===== src/verilog/rf_frontend_defines.svh =====
`ifndef RF_FRONTEND_DEFINES_SVH
`define RF_FRONTEND_DEFINES_SVH
// ==========================================================
// register offsets
`define OFS_RX_FRONTEND 16'hdf1a
`define OFS_TX_FRONTEND 16'hdf1b
`define OFS_CAL_CTRL 16'hdf1c
`define OFS_CAL_MID 16'hdf1d
`define OFS_CAL_LOW 16'hdf1e
`define OFS_TABLE_BASE 16'hdf27
`define OFS_TX_CTRL 16'hdf40
// ==========================================================
// reset values
`define RST_RX_FRONTEND 8'h56
`define RST_LO_BUF 2'b01
`define RST_POWER_IDX 3'b000
`define RST_CAL_CFG 2'b10
`define RST_PUMP_EN 2'b10
`define RST_CAL_HI 4'b1001
`define RST_CAL_MID 6'h0a
`define RST_CAL_LOW 6'h02
`define RST_TABLE 8'h00
// ==========================================================
// timing
`define RAMP_STEP_CYCLES 8'd40
`endif


===== src/verilog/rf_frontend_pkg.sv =====
package rf_frontend_pkg;
  typedef enum logic [1:0] {
    RAMP_IDLE = 2'b00,
    RAMP_UP = 2'b01,
    RAMP_HOLD = 2'b10,
    RAMP_DOWN = 2'b11
  } ramp_state_t;

  typedef struct packed {
    logic [1:0] lo_buf;
    logic [2:0] power_idx;
  } tx_cfg_t;

  typedef struct packed {
    logic [1:0] cal_cfg;
    logic [1:0] pump_en;
    logic [3:0] cal_hi;
    logic [5:0] cal_mid;
    logic [5:0] cal_low;
  } cal_t;
endpackage : rf_frontend_pkg


===== src/verilog/power_ramp.sv =====
`timescale 1ns/1ps
`default_nettype none
`include "rf_frontend_defines.svh"
module power_ramp
  import rf_frontend_pkg::*;
(
  input wire logic mclk,
  input wire logic rst,
  input wire logic tx_active,
  input wire logic ask_mode,
  input wire logic tx_symbol,
  input wire logic [2:0] power_idx,
  output logic [2:0] sel,
  output logic ramp_busy
);
  ramp_state_t state, next_state;
  logic [2:0] next_sel;
  logic [7:0] tick, next_tick;
  logic step;

  // ==========================================================
  // ramp sequencer
  // one step per RAMP_STEP_CYCLES ticks keeps the amplifier settle time fixed
  always_comb begin
    next_state = state;
    next_sel = sel;
    step = (tick == `RAMP_STEP_CYCLES - 8'd1);
    next_tick = step ? 8'd0 : tick + 8'd1;
    case (state)
      RAMP_IDLE: begin
        next_tick = 8'd0;
        next_sel = 3'd0;
        if (tx_active) next_state = RAMP_UP;
      end
      RAMP_UP: begin
        if (!tx_active) next_state = RAMP_DOWN;
        else if (sel == power_idx) next_state = RAMP_HOLD;
        else if (step) next_sel = sel + 3'd1;
      end
      RAMP_HOLD: begin
        next_tick = 8'd0;
        if (!tx_active) next_state = RAMP_DOWN;
        else if (ask_mode) next_sel = tx_symbol ? power_idx : 3'd0;
        else next_sel = power_idx;
      end
      default: begin
        if (sel == 3'd0) next_state = tx_active ? RAMP_UP : RAMP_IDLE;
        else if (step) next_sel = sel - 3'd1;
      end
    endcase
  end

  always_ff @(posedge mclk or posedge rst) begin
    if (rst) begin
      state <= RAMP_IDLE;
      sel <= 3'd0;
      tick <= 8'd0;
      ramp_busy <= 1'b0;
    end else begin
      state <= next_state;
      sel <= next_sel;
      tick <= next_tick;
      ramp_busy <= (next_state == RAMP_UP) || (next_state == RAMP_DOWN);
    end
  end
endmodule : power_ramp
`default_nettype wire


===== src/verilog/rf_frontend_synth_cal_regs.sv =====
// The plain strobed port is this design's own decision.
`timescale 1ns/1ps
`default_nettype none
`include "rf_frontend_defines.svh"
module rf_frontend_synth_cal_regs
  import rf_frontend_pkg::*;
(
  input wire logic mclk,
  input wire logic rst,
  input wire logic [15:0] addr,
  input wire logic [7:0] wdata,
  input wire logic wr,
  input wire logic rd,
  output logic [7:0] rdata,
  input wire logic tx_symbol,
  output logic [7:0] pa_setting,
  output logic [3:0] pa_index,
  output logic pump_cal_skip,
  output logic [7:0] rx_frontend_out,
  output logic [1:0] lo_buf_out,
  output cal_t cal_out
);
  logic [7:0] rx_frontend_config, next_rx;
  tx_cfg_t tx_cfg, next_tx_cfg;
  cal_t cal, next_cal;
  logic [7:0] power_level_table [0:7];
  logic [7:0] next_table [0:7];
  logic tx_en, next_tx_en;
  logic ask_en, next_ask_en;
  logic [7:0] next_rdata;
  logic [2:0] sel;
  logic busy;

  // table entries are stored in descending address order
  function automatic logic is_table(input logic [15:0] a);
    is_table = (a >= `OFS_TABLE_BASE) && (a <= `OFS_TABLE_BASE + 16'd7);
  endfunction : is_table

  function automatic logic [2:0] table_slot(input logic [15:0] a);
    logic [15:0] d;
    d = `OFS_TABLE_BASE + 16'd7 - a;
    table_slot = d[2:0];
  endfunction : table_slot

  // ==========================================================
  // register writes
  always_comb begin
    next_rx = rx_frontend_config;
    next_tx_cfg = tx_cfg;
    next_cal = cal;
    next_tx_en = tx_en;
    next_ask_en = ask_en;
    for (int i = 0; i < 8; i++) begin
      next_table[i] = power_level_table[i];
    end
    if (wr) begin
      if (addr == `OFS_RX_FRONTEND) begin
        next_rx = wdata;
      end else if (addr == `OFS_TX_FRONTEND) begin
        // bits 7:6 and 3 are dropped
        next_tx_cfg.lo_buf = wdata[5:4];
        next_tx_cfg.power_idx = wdata[2:0];
      end else if (addr == `OFS_CAL_CTRL) begin
        next_cal.cal_cfg = wdata[7:6];
        next_cal.pump_en = wdata[5:4];
        next_cal.cal_hi = wdata[3:0];
      end else if (addr == `OFS_CAL_MID) begin
        next_cal.cal_mid = wdata[5:0];
      end else if (addr == `OFS_CAL_LOW) begin
        next_cal.cal_low = wdata[5:0];
      end else if (is_table(addr)) begin
        next_table[table_slot(addr)] = wdata;
      end else if (addr == `OFS_TX_CTRL) begin
        next_tx_en = wdata[0];
        next_ask_en = wdata[1];
      end
    end
  end

  // ==========================================================
  // read mux, data valid the cycle after the strobe
  always_comb begin
    next_rdata = 8'h00;
    if (rd) begin
      if (addr == `OFS_RX_FRONTEND) begin
        next_rdata = rx_frontend_config;
      end else if (addr == `OFS_TX_FRONTEND) begin
        next_rdata = {2'b00, tx_cfg.lo_buf, 1'b0, tx_cfg.power_idx};
      end else if (addr == `OFS_CAL_CTRL) begin
        next_rdata = {cal.cal_cfg, cal.pump_en, cal.cal_hi};
      end else if (addr == `OFS_CAL_MID) begin
        next_rdata = {2'b00, cal.cal_mid};
      end else if (addr == `OFS_CAL_LOW) begin
        next_rdata = {2'b00, cal.cal_low};
      end else if (is_table(addr)) begin
        next_rdata = power_level_table[table_slot(addr)];
      end else if (addr == `OFS_TX_CTRL) begin
        // busy bit shows the live ramp state
        next_rdata = {5'b00000, busy, ask_en, tx_en};
      end
    end
  end

  always_ff @(posedge mclk or posedge rst) begin
    if (rst) begin
      rx_frontend_config <= `RST_RX_FRONTEND;
      tx_cfg.lo_buf <= `RST_LO_BUF;
      tx_cfg.power_idx <= `RST_POWER_IDX;
      cal.cal_cfg <= `RST_CAL_CFG;
      cal.pump_en <= `RST_PUMP_EN;
      cal.cal_hi <= `RST_CAL_HI;
      cal.cal_mid <= `RST_CAL_MID;
      cal.cal_low <= `RST_CAL_LOW;
      tx_en <= 1'b0;
      ask_en <= 1'b0;
      rdata <= 8'h00;
      for (int i = 0; i < 8; i++) begin
        power_level_table[i] <= `RST_TABLE;
      end
    end else begin
      rx_frontend_config <= next_rx;
      tx_cfg <= next_tx_cfg;
      cal <= next_cal;
      tx_en <= next_tx_en;
      ask_en <= next_ask_en;
      rdata <= next_rdata;
      for (int i = 0; i < 8; i++) begin
        power_level_table[i] <= next_table[i];
      end
    end
  end

  // ==========================================================
  // power ramp and ASK level selection
  power_ramp u_ramp (
    .mclk(mclk),
    .rst(rst),
    .tx_active(tx_en),
    .ask_mode(ask_en),
    .tx_symbol(tx_symbol),
    .power_idx(tx_cfg.power_idx),
    .sel(sel),
    .ramp_busy(busy)
  );

  // ==========================================================
  // registered outputs toward the analog side
  // one cycle behind sel; acceptable against analog settle times
  always_ff @(posedge mclk or posedge rst) begin
    if (rst) begin
      pa_setting <= `RST_TABLE;
      pa_index <= 4'h0;
      pump_cal_skip <= 1'b0;
      rx_frontend_out <= `RST_RX_FRONTEND;
      lo_buf_out <= `RST_LO_BUF;
      // copy starts at the field reset values, in step with pump_cal_skip
      cal_out <= {`RST_CAL_CFG, `RST_PUMP_EN, `RST_CAL_HI, `RST_CAL_MID,
        `RST_CAL_LOW};
    end else begin
      pa_setting <= power_level_table[sel];
      pa_index <= {tx_en, sel};
      pump_cal_skip <= (cal.pump_en == 2'b00);
      rx_frontend_out <= rx_frontend_config;
      lo_buf_out <= tx_cfg.lo_buf;
      cal_out <= cal;
    end
  end
endmodule : rf_frontend_synth_cal_regs
`default_nettype wire


===== config.mk =====
export PLATFORM = sky130hd
export DESIGN_NAME = rf_frontend_synth_cal_regs
export DESIGN_NICKNAME = d
export VERILOG_FILES = /design/src/verilog/rf_frontend_pkg.sv /design/src/verilog/power_ramp.sv /design/src/verilog/rf_frontend_synth_cal_regs.sv
export VERILOG_INCLUDE_DIRS = /design/src /design/src/verilog
export SDC_FILE = /design/constraint.sdc
export NUM_CORES = 1
export LEC_CHECK = 0
export ABC_AREA = 1
export BUFFER_PORTS_ARGS = -buffer_cell sky130_fd_sc_hd__clkbuf_2
export CAP_MARGIN = 15
export CORE_ASPECT_RATIO = 0.75
export CORE_MARGIN = 4
export CORE_UTILIZATION = 45
export DETAILED_ROUTE_END_ITERATION = 10
export PLACE_DENSITY = 0.6
export SETUP_SLACK_MARGIN = 0.5
export SYNTH_ARGS = -nofsm -noshare
export SYNTH_HDL_FRONTEND = slang
export SYNTH_HIERARCHICAL = 1
export SYNTH_SLANG_ARGS = --single-unit

===== constraint.sdc =====
create_clock -name mclk -period 13.1 [get_ports mclk]
set_input_delay 0.655 -clock mclk [delete_from_list [all_inputs] [get_ports mclk]]
set_output_delay 0.655 -clock mclk [all_outputs]
set_load 0.05 [all_outputs]

* After elaboration in Yosys (flattened, before gate mapping)
Cells that the tools add are included.
** Word-level totals
- Word-level logic and storage cells :: 118
- Bits in registers :: 164
** Cells by class
- Bitwise logic cells :: 8
- Reductions and logical operators :: 16
- $lt $le $gt $ge :: 5
- Equal/unequal tests :: 17
- $add $sub $neg :: 4
- Muxes and demuxes :: 35
** Operators with widths (number)
- 8-bit two-way mux :: 14
- 16-bit == test, second input constant :: 6
- 64-bit bitwise mux :: 1
- 8-bit binary-select mux with 3-bit select :: 2
- 3-bit two-way mux :: 9
- 8-bit demux with 3-bit select :: 1
- 16-bit >= comparator, second input constant :: 1
- 16-bit less-or-equal comparator, second input constant :: 1
- 6-bit AND reduction :: 2
- 2-bit two-way mux :: 5
- 3-bit one-hot mux with 3 select lines :: 1
- 8-bit by 1-bit adder with 8-bit output, second input constant :: 1
- 8-bit by 6-bit == test with 1-bit output, second input constant :: 1
- 4-bit >= comparator, second input constant :: 2
- 3-bit inverter with 4-bit output :: 2
- 8-bit AND reduction :: 1
- 7-bit AND reduction :: 1
- 2-bit inequality test, second input constant :: 3
- 1-bit inverter :: 6
- 2-bit one-hot mux with 3 select lines :: 1
- 5-bit AND reduction :: 1
- 2-bit by 1-bit == test with 1-bit output, second input constant :: 2
- 2-bit == test, second input constant :: 2
- 2-bit logical NOT :: 2
- other kinds (16) :: 17

* Logic depth before layout (Yosys ltp)
Gate-level depths: netlist of run 1.
- Depth in word-level cells :: 12
- Mapped depth :: 14

* By module
The synthesis of run 1 kept the hierarchy.
** Modules (own cells, without submodules)
- rf_frontend_synth_cal_regs :: seq. area each 3783.6 sq um, cells an instance 846, area an instance 7309.5 sq um, instances 1
- power_ramp :: seq. area each 350.3 sq um, cells an instance 129, area an instance 905.9 sq um, instances 1

* Least setup slack after synthesis of run 1
Ideal clock, no wire load.
- Path type :: in2reg
- From :: input port addr[0]
- To :: register power_level_table[32] (netlist name)
- Arrival time :: 2.591 ns
- Required time :: 12.969 ns
- Stages :: 14
- Setup slack :: 10.378 ns
- Library setup time :: 0.131 ns
- Path buffers :: 3
- Cell sequence :: clkbuf_1 -> inv_1 -> clkbuf_1 -> ha_1 -> nand3_2 -> nand2_2 -> nand3_4 -> nor2_8 -> inv_4 -> nor2_8 -> nand3_4 -> buf_6 -> nand2_2 -> o21ai_2
** On the way
- Longest elaborated chain between the ends :: 7
- Elaborated cells on any way between the ends :: 22
- Those cells by class :: add/sub (1); order compare (4); eq/ne (5); mux (3); bitwise (6); reduce/logical (3)
** RTL lines
- start, declared :: RTL line rf_frontend_synth_cal_regs.sv:10 : input wire logic [15:0] addr,
- 3-bit subtractor (no source line)
- 3-bit inverter with 4-bit output (implied by the code) :: RTL line rf_frontend_synth_cal_regs.sv:72 : next_table[table_slot(addr)] = wdata;
- 4-bit >= comparator (implied by the code) or 4-bit by 1-bit less-than comparator with 1-bit output (tied branches) :: RTL line rf_frontend_synth_cal_regs.sv:72
- 1-bit logical AND (implied by the code) :: RTL line rf_frontend_synth_cal_regs.sv:72
- 8-bit two-way mux (implied by the code) :: RTL line rf_frontend_synth_cal_regs.sv:72
- 8-bit demux with 3-bit select :: RTL line rf_frontend_synth_cal_regs.sv:72
- 64-bit bitwise mux :: RTL line rf_frontend_synth_cal_regs.sv:72
- end signal, assigned by index :: RTL line rf_frontend_synth_cal_regs.sv:118 : power_level_table[i] <= `RST_TABLE;
- end signal, assigned by index :: RTL line rf_frontend_synth_cal_regs.sv:128 : power_level_table[i] <= next_table[i];
- end, declared :: RTL line rf_frontend_synth_cal_regs.sv:26 : logic [7:0] power_level_table [0:7];
Parallel ways exist; a longest one is shown, timed or not.
A chain may end at the register's enable or synchronous reset.

* Worst setup path in the final report of run 1
- From :: input port addr[0]
- To :: register rdata[7]
** On the way
- Longest elaborated chain between the ends :: 12
- Elaborated cells on any way between the ends :: 20
- Those cells by class :: add/sub (1); order compare (2); eq/ne (5); mux (10); bitwise (1); reduce/logical (1)
** RTL lines
- 3-bit subtractor (no source line)
- 3-bit inverter with 4-bit output (implied by the code) :: RTL line rf_frontend_synth_cal_regs.sv:96 : next_rdata = power_level_table[table_slot(addr)];
- 8-bit binary-select mux with 3-bit select :: RTL line rf_frontend_synth_cal_regs.sv:96
- 8-bit two-way mux (implied by the code) (2 in series) :: RTL line rf_frontend_synth_cal_regs.sv:96
- 8-bit two-way mux :: RTL line rf_frontend_synth_cal_regs.sv:95 : end else if (is_table(addr)) begin
- 8-bit two-way mux :: RTL line rf_frontend_synth_cal_regs.sv:93 : end else if (addr == `OFS_CAL_LOW) begin
- 8-bit two-way mux :: RTL line rf_frontend_synth_cal_regs.sv:91 : end else if (addr == `OFS_CAL_MID) begin
- 8-bit two-way mux :: RTL line rf_frontend_synth_cal_regs.sv:89 : end else if (addr == `OFS_CAL_CTRL) begin
- 8-bit two-way mux :: RTL line rf_frontend_synth_cal_regs.sv:87 : end else if (addr == `OFS_TX_FRONTEND) begin
- 8-bit two-way mux (*) :: RTL line rf_frontend_synth_cal_regs.sv:85 : if (addr == `OFS_RX_FRONTEND) begin
- 8-bit two-way mux (*) :: RTL line rf_frontend_synth_cal_regs.sv:84 : if (rd) begin
- net next_rdata[7] :: RTL line rf_frontend_synth_cal_regs.sv:30 : logic [7:0] next_rdata;
- end signal, assigned :: RTL line rf_frontend_synth_cal_regs.sv:126 : rdata <= next_rdata;
- end, declared :: RTL line rf_frontend_synth_cal_regs.sv:14 : output logic [7:0] rdata,
Mark *: on every way through the listed nets, which the timed path passes. The rest lies on a longest branch. The select of a mux whose other input is x is not followed.

==> results of run 1 <==
[kinds of logic after synthesis]
group,synth area share (%)
buffers and inverters,7.08
adders and majority gates,1.16
DFF,50.3
AOI/OAI and AO/OA,16.3
and+or+nand+nor,25.0
xor gates and xnor gates,0.107
[power groups by stage]
stage	Clock, uW	Sequential [uW]	Combinational (uW)
final	514	561	344
after global routing	545	565	380
after CTS	522	561	341
after detailed placement	0	570	339
after global placement	0	570	339
after floorplan	0	618	199
[area by class of cell]
type	instances	area, sq um	share of cell area, %
clock inverters	12	143	1.53
multi-input cells	677	3500	37.5
clock buffers	20	457	4.89
inverters	96	370	3.97
repair buffers	83	425	4.56
well taps	242	303	3.24
flip-flops and latches	164	4130	44.3
[synthesized netlist by cell type]
| cell | number | area [sq um] |
|---|---|---|
| a21boi_0 | 1 | 7.51 |
| a21oi_1 | 39 | 195 |
| a221oi_1 | 2 | 17.5 |
| a31oi_1 | 9 | 56.3 |
| and3_4 | 1 | 11.3 |
| buf_1 | 1 | 3.75 |
| buf_2 | 5 | 25.0 |
| buf_6 | 9 | 101 |
| clkbuf_1 | 23 | 86.3 |
| clkinv_1 | 3 | 11.3 |
| dfrtp_1 | 140 | 3500 |
| dfstp_2 | 24 | 631 |
| fa_1 | 1 | 20.0 |
| ha_1 | 6 | 75.1 |
| inv_1 | 82 | 308 |
| inv_2 | 9 | 33.8 |
| inv_4 | 2 | 12.5 |
| nand2_1 | 246 | 923 |
| nand2_2 | 14 | 87.6 |
| nand2_4 | 1 | 11.3 |
| nand3_1 | 45 | 225 |
| nand3_2 | 3 | 30.0 |
| nand3_4 | 9 | 158 |
| nand4_1 | 11 | 68.8 |
| nor2_1 | 84 | 315 |
| nor2_2 | 8 | 50.1 |
| nor2_4 | 5 | 56.3 |
| nor2_8 | 2 | 40.0 |
| nor3_1 | 11 | 55.1 |
| nor4_1 | 1 | 6.26 |
| o211ai_1 | 6 | 45.0 |
| o21ai_0 | 82 | 410 |
| o21ai_1 | 39 | 195 |
| o21ai_2 | 47 | 412 |
| or2_2 | 3 | 18.8 |
| xor2_1 | 1 | 8.76 |
[state kept, by name, indices dropped and copies added, names as in the netlist]
| register | flops |
|---|---|
| ask_en | 1 |
| cal | 20 |
| cal_out | 20 |
| lo_buf_out | 2 |
| pa_index | 4 |
| pa_setting | 8 |
| power_level_table | 64 |
| pump_cal_skip | 1 |
| rdata | 8 |
| rx_frontend_config | 8 |
| rx_frontend_out | 8 |
| tx_cfg | 5 |
| tx_en | 1 |
| u_ramp/ramp_busy | 1 |
| u_ramp/sel | 3 |
| u_ramp/state | 2 |
| u_ramp/tick | 8 |
[path summary, 6_finish.rpt]
check                              start              endpoint  slack (ns)  cells past startpoint
max in group asynchronous            rst  power_level_table[1]       11.38                      3
min in group mclk                cal[15]           cal_out[15]        0.38                      0
min reg2reg                      cal[15]           cal_out[15]        0.38                      0
max                              addr[0]              rdata[7]        9.61                     13
min                                  rst        u_ramp/tick[5]        0.30                      2
max reg2reg                u_ramp/sel[0]         pa_setting[4]       10.92                      5
[per-stage QoR]
stage                     utilization (%)  power (uW)
after global placement               49.2         909
final                                52.5        1420
after floorplan                         -         817
after global routing                 52.5        1490
after detailed placement             49.2         909
after CTS                            52.5        1420
[routing by layer]
metal,part of all wire [%],up-vias,GRT usage [%]
li1,-,3323,-
met1,50,3190,37.2
met2,40,299,29.9
met3,9.1,16,4.77
met4,0.98,0,5.03
met5,0,-,0
==> results_dict.tcl, run 1 <==
set metrics [dict create \
    instances_no_fill 1294 \
    finalCriticalPeriod_ns 3.49 \
    p_comb_share_pct 24.2 \
    numCtsBuffers 17 \
    post_cts_resized 0 \
    power.switching_uw 498 \
    routed_wl_um 22500 \
    fill_cells 1741 \
    std_cell_rows 42 \
    ir_drop_v 0.0000855 \
    netlist-cell-type-count 36 \
    grtUsageTotal_pct 22.5 \
    grt_first_pass_wirelength_um 35700 \
    final_nets 1075 \
    status "completed" \
    netlist_instances 975 \
    cp_cell_sequence "clkbuf_2 > buf_4 > inv_1 > ha_1 > inv_1 > nor2_2 > nand2_1 > o21ai_0 > nor2_1 > nand3_1 > nand3_1 > nand2_1 > inv_1" \
    skew_ns 0.0113 \
    syn_avg_cell_area_sq_um 8.43 \
    maxCapViolations 0 \
    portBuffers 79 \
    cts_tree "yes" \
    rsz0062_at_grt "no" \
    synth_warnings 6 \
    most-common-layout-cells "246 x nand2_1, 140 x dfrtp_1, 84 x nor2_1" \
    whs_ns 0.301 \
    fin_ws_ns 9.61 \
    antenna_found_initial 0 \
    switching_share_pct 35.1 \
    die_w_um 164 \
    drt-initial-drc-count 826 \
    num_vias 6828 \
    required_ns 13.42 \
    cp.arrival_ns 3.81 \
    grt-ovfl-total 0 \
    finalCritPeriodShare_pct 26.6 \
    dp_cells 1262 \
    power.density_nw_per_um2 152 \
    diodes 0 \
    drc 0 \
    die-area_sq_um 20500 \
    post-cts-setup-buffer-count 0 \
    cts_buffer_depth 2 \
    die_h_um 125 \
    seq_area_frac_synth_pct 50.3 \
    worst_slew_pin_slew_ns 0.953 \
    coreArea_sq_um 17800 \
    drtPass1Iterations 5 \
    root_buffer "clkbuf_16" \
    grt_max_degree 88 \
    clock-sinks 164 \
    final_common_cell "nand2_1" \
    crit_family "buffers and inverters" \
    worstSetupStartpointType "input pin" \
    ys_ff_latch 164 \
    synth_fp_nets 1011 \
    seq_power_share_pct 39.6 \
    cts_hold_buf 0 \
    max-slew-margin-rel_pct 36.4 \
    wl_per_cell_um 17.4 \
    netlist_area_sq_um 8220 \
    slowest_delay_ns 0.73 \
    crit_top_cell "inv_1" \
    postPlaceCellArea_sq_um 8730 \
    place_ws_ns 9.25 \
    fmax_mhz 287 \
    hold_class "in -> async" \
    pwr-share-clk_pct 36.2 \
    dp_hpwl_um 15800 \
    ios 80 \
    critPathSlowestCell "ha_1" \
    setup_violations 0 \
    leakagePower_uw 0.00440 \
    path_clk_slew_ns 0.07 \
    viasPerCell 5.28 \
    start_util_pct 46.3 \
    place.gp.congestion 0.950 \
    path_buf_inv 5 \
    p_int_uw 920 \
    drive_above_1_share_pct 23.1 \
    critical_path_class "in -> reg" \
    hold_viol 0 \
    final.setup.tns_ns 0 \
    areaGrowthSynthToFinish_pct 13.6 \
    path_max_fanout 48 \
    grt_pass1_vias 6304 \
    finalMaxSlewViolations 0 \
    clk_latency_ns 0.44 \
    end_kind "register" \
    htree_levels 4 \
    finalInstanceArea_sq_um 9330 \
    ant_nets 0 \
]
Power figures use the tool's default switching activity.
==> run 2, diff against run 1 <==
- ABC_AREA: 1 -> 0
- PLACE_DENSITY: 0.6 -> 0.63
- clock period: 13.1 -> 2.9 ns (I/O delays scaled with it)
==> run 2 against run 1 <==
- largest cell class unchanged
- synthesized cell count down 42%
- first-iteration DRC count down 50%
- sequential power rose to 4.5 times the previous value
- power rose to 4.0 times the previous value
- highest routed layer unchanged
- critical endpoint is now u_ramp/sel[0]
- register-to-register slack worse by 10 ns
- final cell count down 32%
- clock skew down 0.0030 ns
- non-clock buffer count up 17
- clock power rose to 4.4 times the previous value
- critical path type is now reg -> reg
- area after synthesis down 5.9%
- flip-flop and latch count unchanged
==> results_dict.tcl, run 2 <==
set metrics [dict create \
    status "completed" \
    top_regs "power_level_table: 64 flops, cal: 20 flops, cal_out: 20 flops" \
    cp_cell_sequence "xor2_1 > o31a_1 > o2111a_4 > mux2_4" \
    ys_ff_latch 164 \
    worst_slew_pin_slew_ns 0.879 \
    crit_family "flip-flops" \
    clock-sinks 164 \
    wl_per_cell_um 22.4 \
    grtUsageTotal_pct 21.3 \
    critical_path_class "reg -> reg" \
    ant_nets 0 \
    grt-ovfl-total 0 \
    synth_edf_count 0 \
    yosys.area.top_type "dfrtp_1" \
    grt_pass1_vias 5416 \
    finalCriticalPeriod_ns 2.01 \
    antenna_found_initial 0 \
    synth.most_common_cell "dfrtp_1" \
    power.density_nw_per_um2 635 \
    die_w_um 159 \
    rsz0062_at_grt "no" \
    fmax_mhz 497 \
    viasPerCell 5.89 \
    diodes 0 \
    path_clk_slew_ns 0.07 \
    wl_met3_um 1330 \
    path_max_fanout 13 \
    end_kind "register" \
    path_buf_inv 0 \
    grt_max_degree 51 \
    clk_latency_ns 0.43 \
    drtPass1Iterations 5 \
    slowest_delay_ns 0.80 \
    cts_hold_buf 1 \
    skew_ns 0.00827 \
    place.gp.congestion 0.890 \
    most-common-layout-cells "140 x dfrtp_1, 97 x mux2_2, 79 x clkbuf_2" \
    final.setup.tns_ns 0 \
    htree_levels 4 \
    place_ws_ns 0.446 \
    final_nets 689 \
    cp.arrival_ns 2.33 \
    seq_area_frac_synth_pct 53.5 \
    start_util_pct 45.9 \
    drc 0 \
    max-slew-margin-rel_pct 41.3 \
    portBuffers 79 \
    synth_ff_type "dfrtp_1" \
    std_cell_rows 41 \
    post_cts_resized 0 \
    coreArea_sq_um 16800 \
    required_ns 3.22 \
    finalMaxSlewViolations 0 \
    synth_warnings 6 \
    areaGrowthSynthToFinish_pct 16.7 \
    cts_buffer_depth 2 \
    maxCapViolations 0 \
    syn_avg_cell_area_sq_um 13.6 \
    ys_top_cells_by_count "140 x dfrtp_1, 97 x mux2_2, 27 x nand2_1" \
    ios 80 \
    worstSetupStartpointType "register" \
    die-area_sq_um 19400 \
    finalCritPeriodShare_pct 69.4 \
    synth_area_leaders "dfrtp_1 45%, mux2_2 14%, dfstp_2 8.2%, mux4_2 7.0%, mux2_4 2.7%" \
    synth_fp_nets 605 \
    dp_hpwl_um 13900 \
    regMostFlops "power_level_table" \
    grt_first_pass_wirelength_um 31600 \
    routed_wl_um 19700 \
    numCtsBuffers 17 \
    async_flop_share_pct 100 \
    final_common_cell "dfrtp_1" \
    die_h_um 121 \
    routed-wl-met2_um 8820 \
    synth_top_area_share_pct 45.3 \
    hold_viol 0 \
    hold_class "in -> reg" \
    fin_ws_ns 0.887 \
    post-cts-setup-buffer-count 0 \
    drive_above_1_share_pct 46.4 \
    leakagePower_uw 0.00431 \
    num_vias 5185 \
    drt-initial-drc-count 410 \
    largest_register_ffs 64 \
    netlist-cell-type-count 69 \
    root_buffer "clkbuf_16" \
    m1WireLength_um 9350 \
    cts_tree "yes" \
    routed.top_layer "met4" \
    ir_drop_v 0.000383 \
    netlist_area_sq_um 7730 \
    critPathSlowestCell "dfrtp_1" \
    netlist_instances 569 \
    setup_violations 0 \
]
run 2: cell families (layout without fill, tap and decap cells):
family	count (synthesis)	after routing	synth area share [%]
DFF	164	164	53.5
adders and majority gates	7	7	1.23
AOI/OAI and AO/OA	76	76	6.98
xor gates and xnor gates	12	12	1.36
and+or+nand+nor	118	118	9.24
muxes	145	145	25.1
buffers and inverters	47	144	2.56
run 2: per-stage QoR:
stage | hold slack [ns] | area [sq um] | power [uW] | instances | utilization, %
2_1_floorplan | 0.0342 | 7730 | 3260 | 569 | -
3_3_place_gp | 0.224 | 8430 | 3490 | 848 | 50.1
3_5_place_dp | 0.241 | 8430 | 3520 | 848 | 50.1
4_1_cts | 0.0729 | 9020 | 5770 | 881 | 53.6
5_1_grt | 0.100 | 9020 | 5970 | 881 | 53.6
6_report | 0.0980 | 9020 | 5730 | 881 | 53.6
run 2: final timing paths:
check	startpoint	endpoint	slack (ns)	cells past startpoint
min	rd	rdata[5]	0.1	2
max in group asynchronous	rst	cal_out[12]	1.65	4
min reg2reg	rx_frontend_config[6]	rx_frontend_out[6]	0.38	0
max	u_ramp/sel[2]	u_ramp/sel[0]	0.89	4
min in group asynchronous	rst	u_ramp/sel[0]	0.31	3
max reg2reg	u_ramp/sel[2]	u_ramp/sel[0]	0.89	4
run 2: area by class of cell:
cell class              instances  area, sq um
fillers                      1413         7810
flip-flops and latches        164         4130
multi-input cells             358         3400
repair buffers                100          581
clock buffers                  17          425
well taps                     215          269
clock inverters                15          156
inverters                      12         48.8
run 2: metal layers:
metal	vias up	track usage, %
met5	-	0
met4	0	4.44
met3	24	5.87
met2	186	31.9
met1	2690	31.3
li1	2285	-
run 2: power breakdown:
part	internal [uW]	total, uW	switching (uW)
Clock	1220	2250	1030
Sequential	2370	2510	132
Combinational	412	971	559
Total	4010	5730	1720
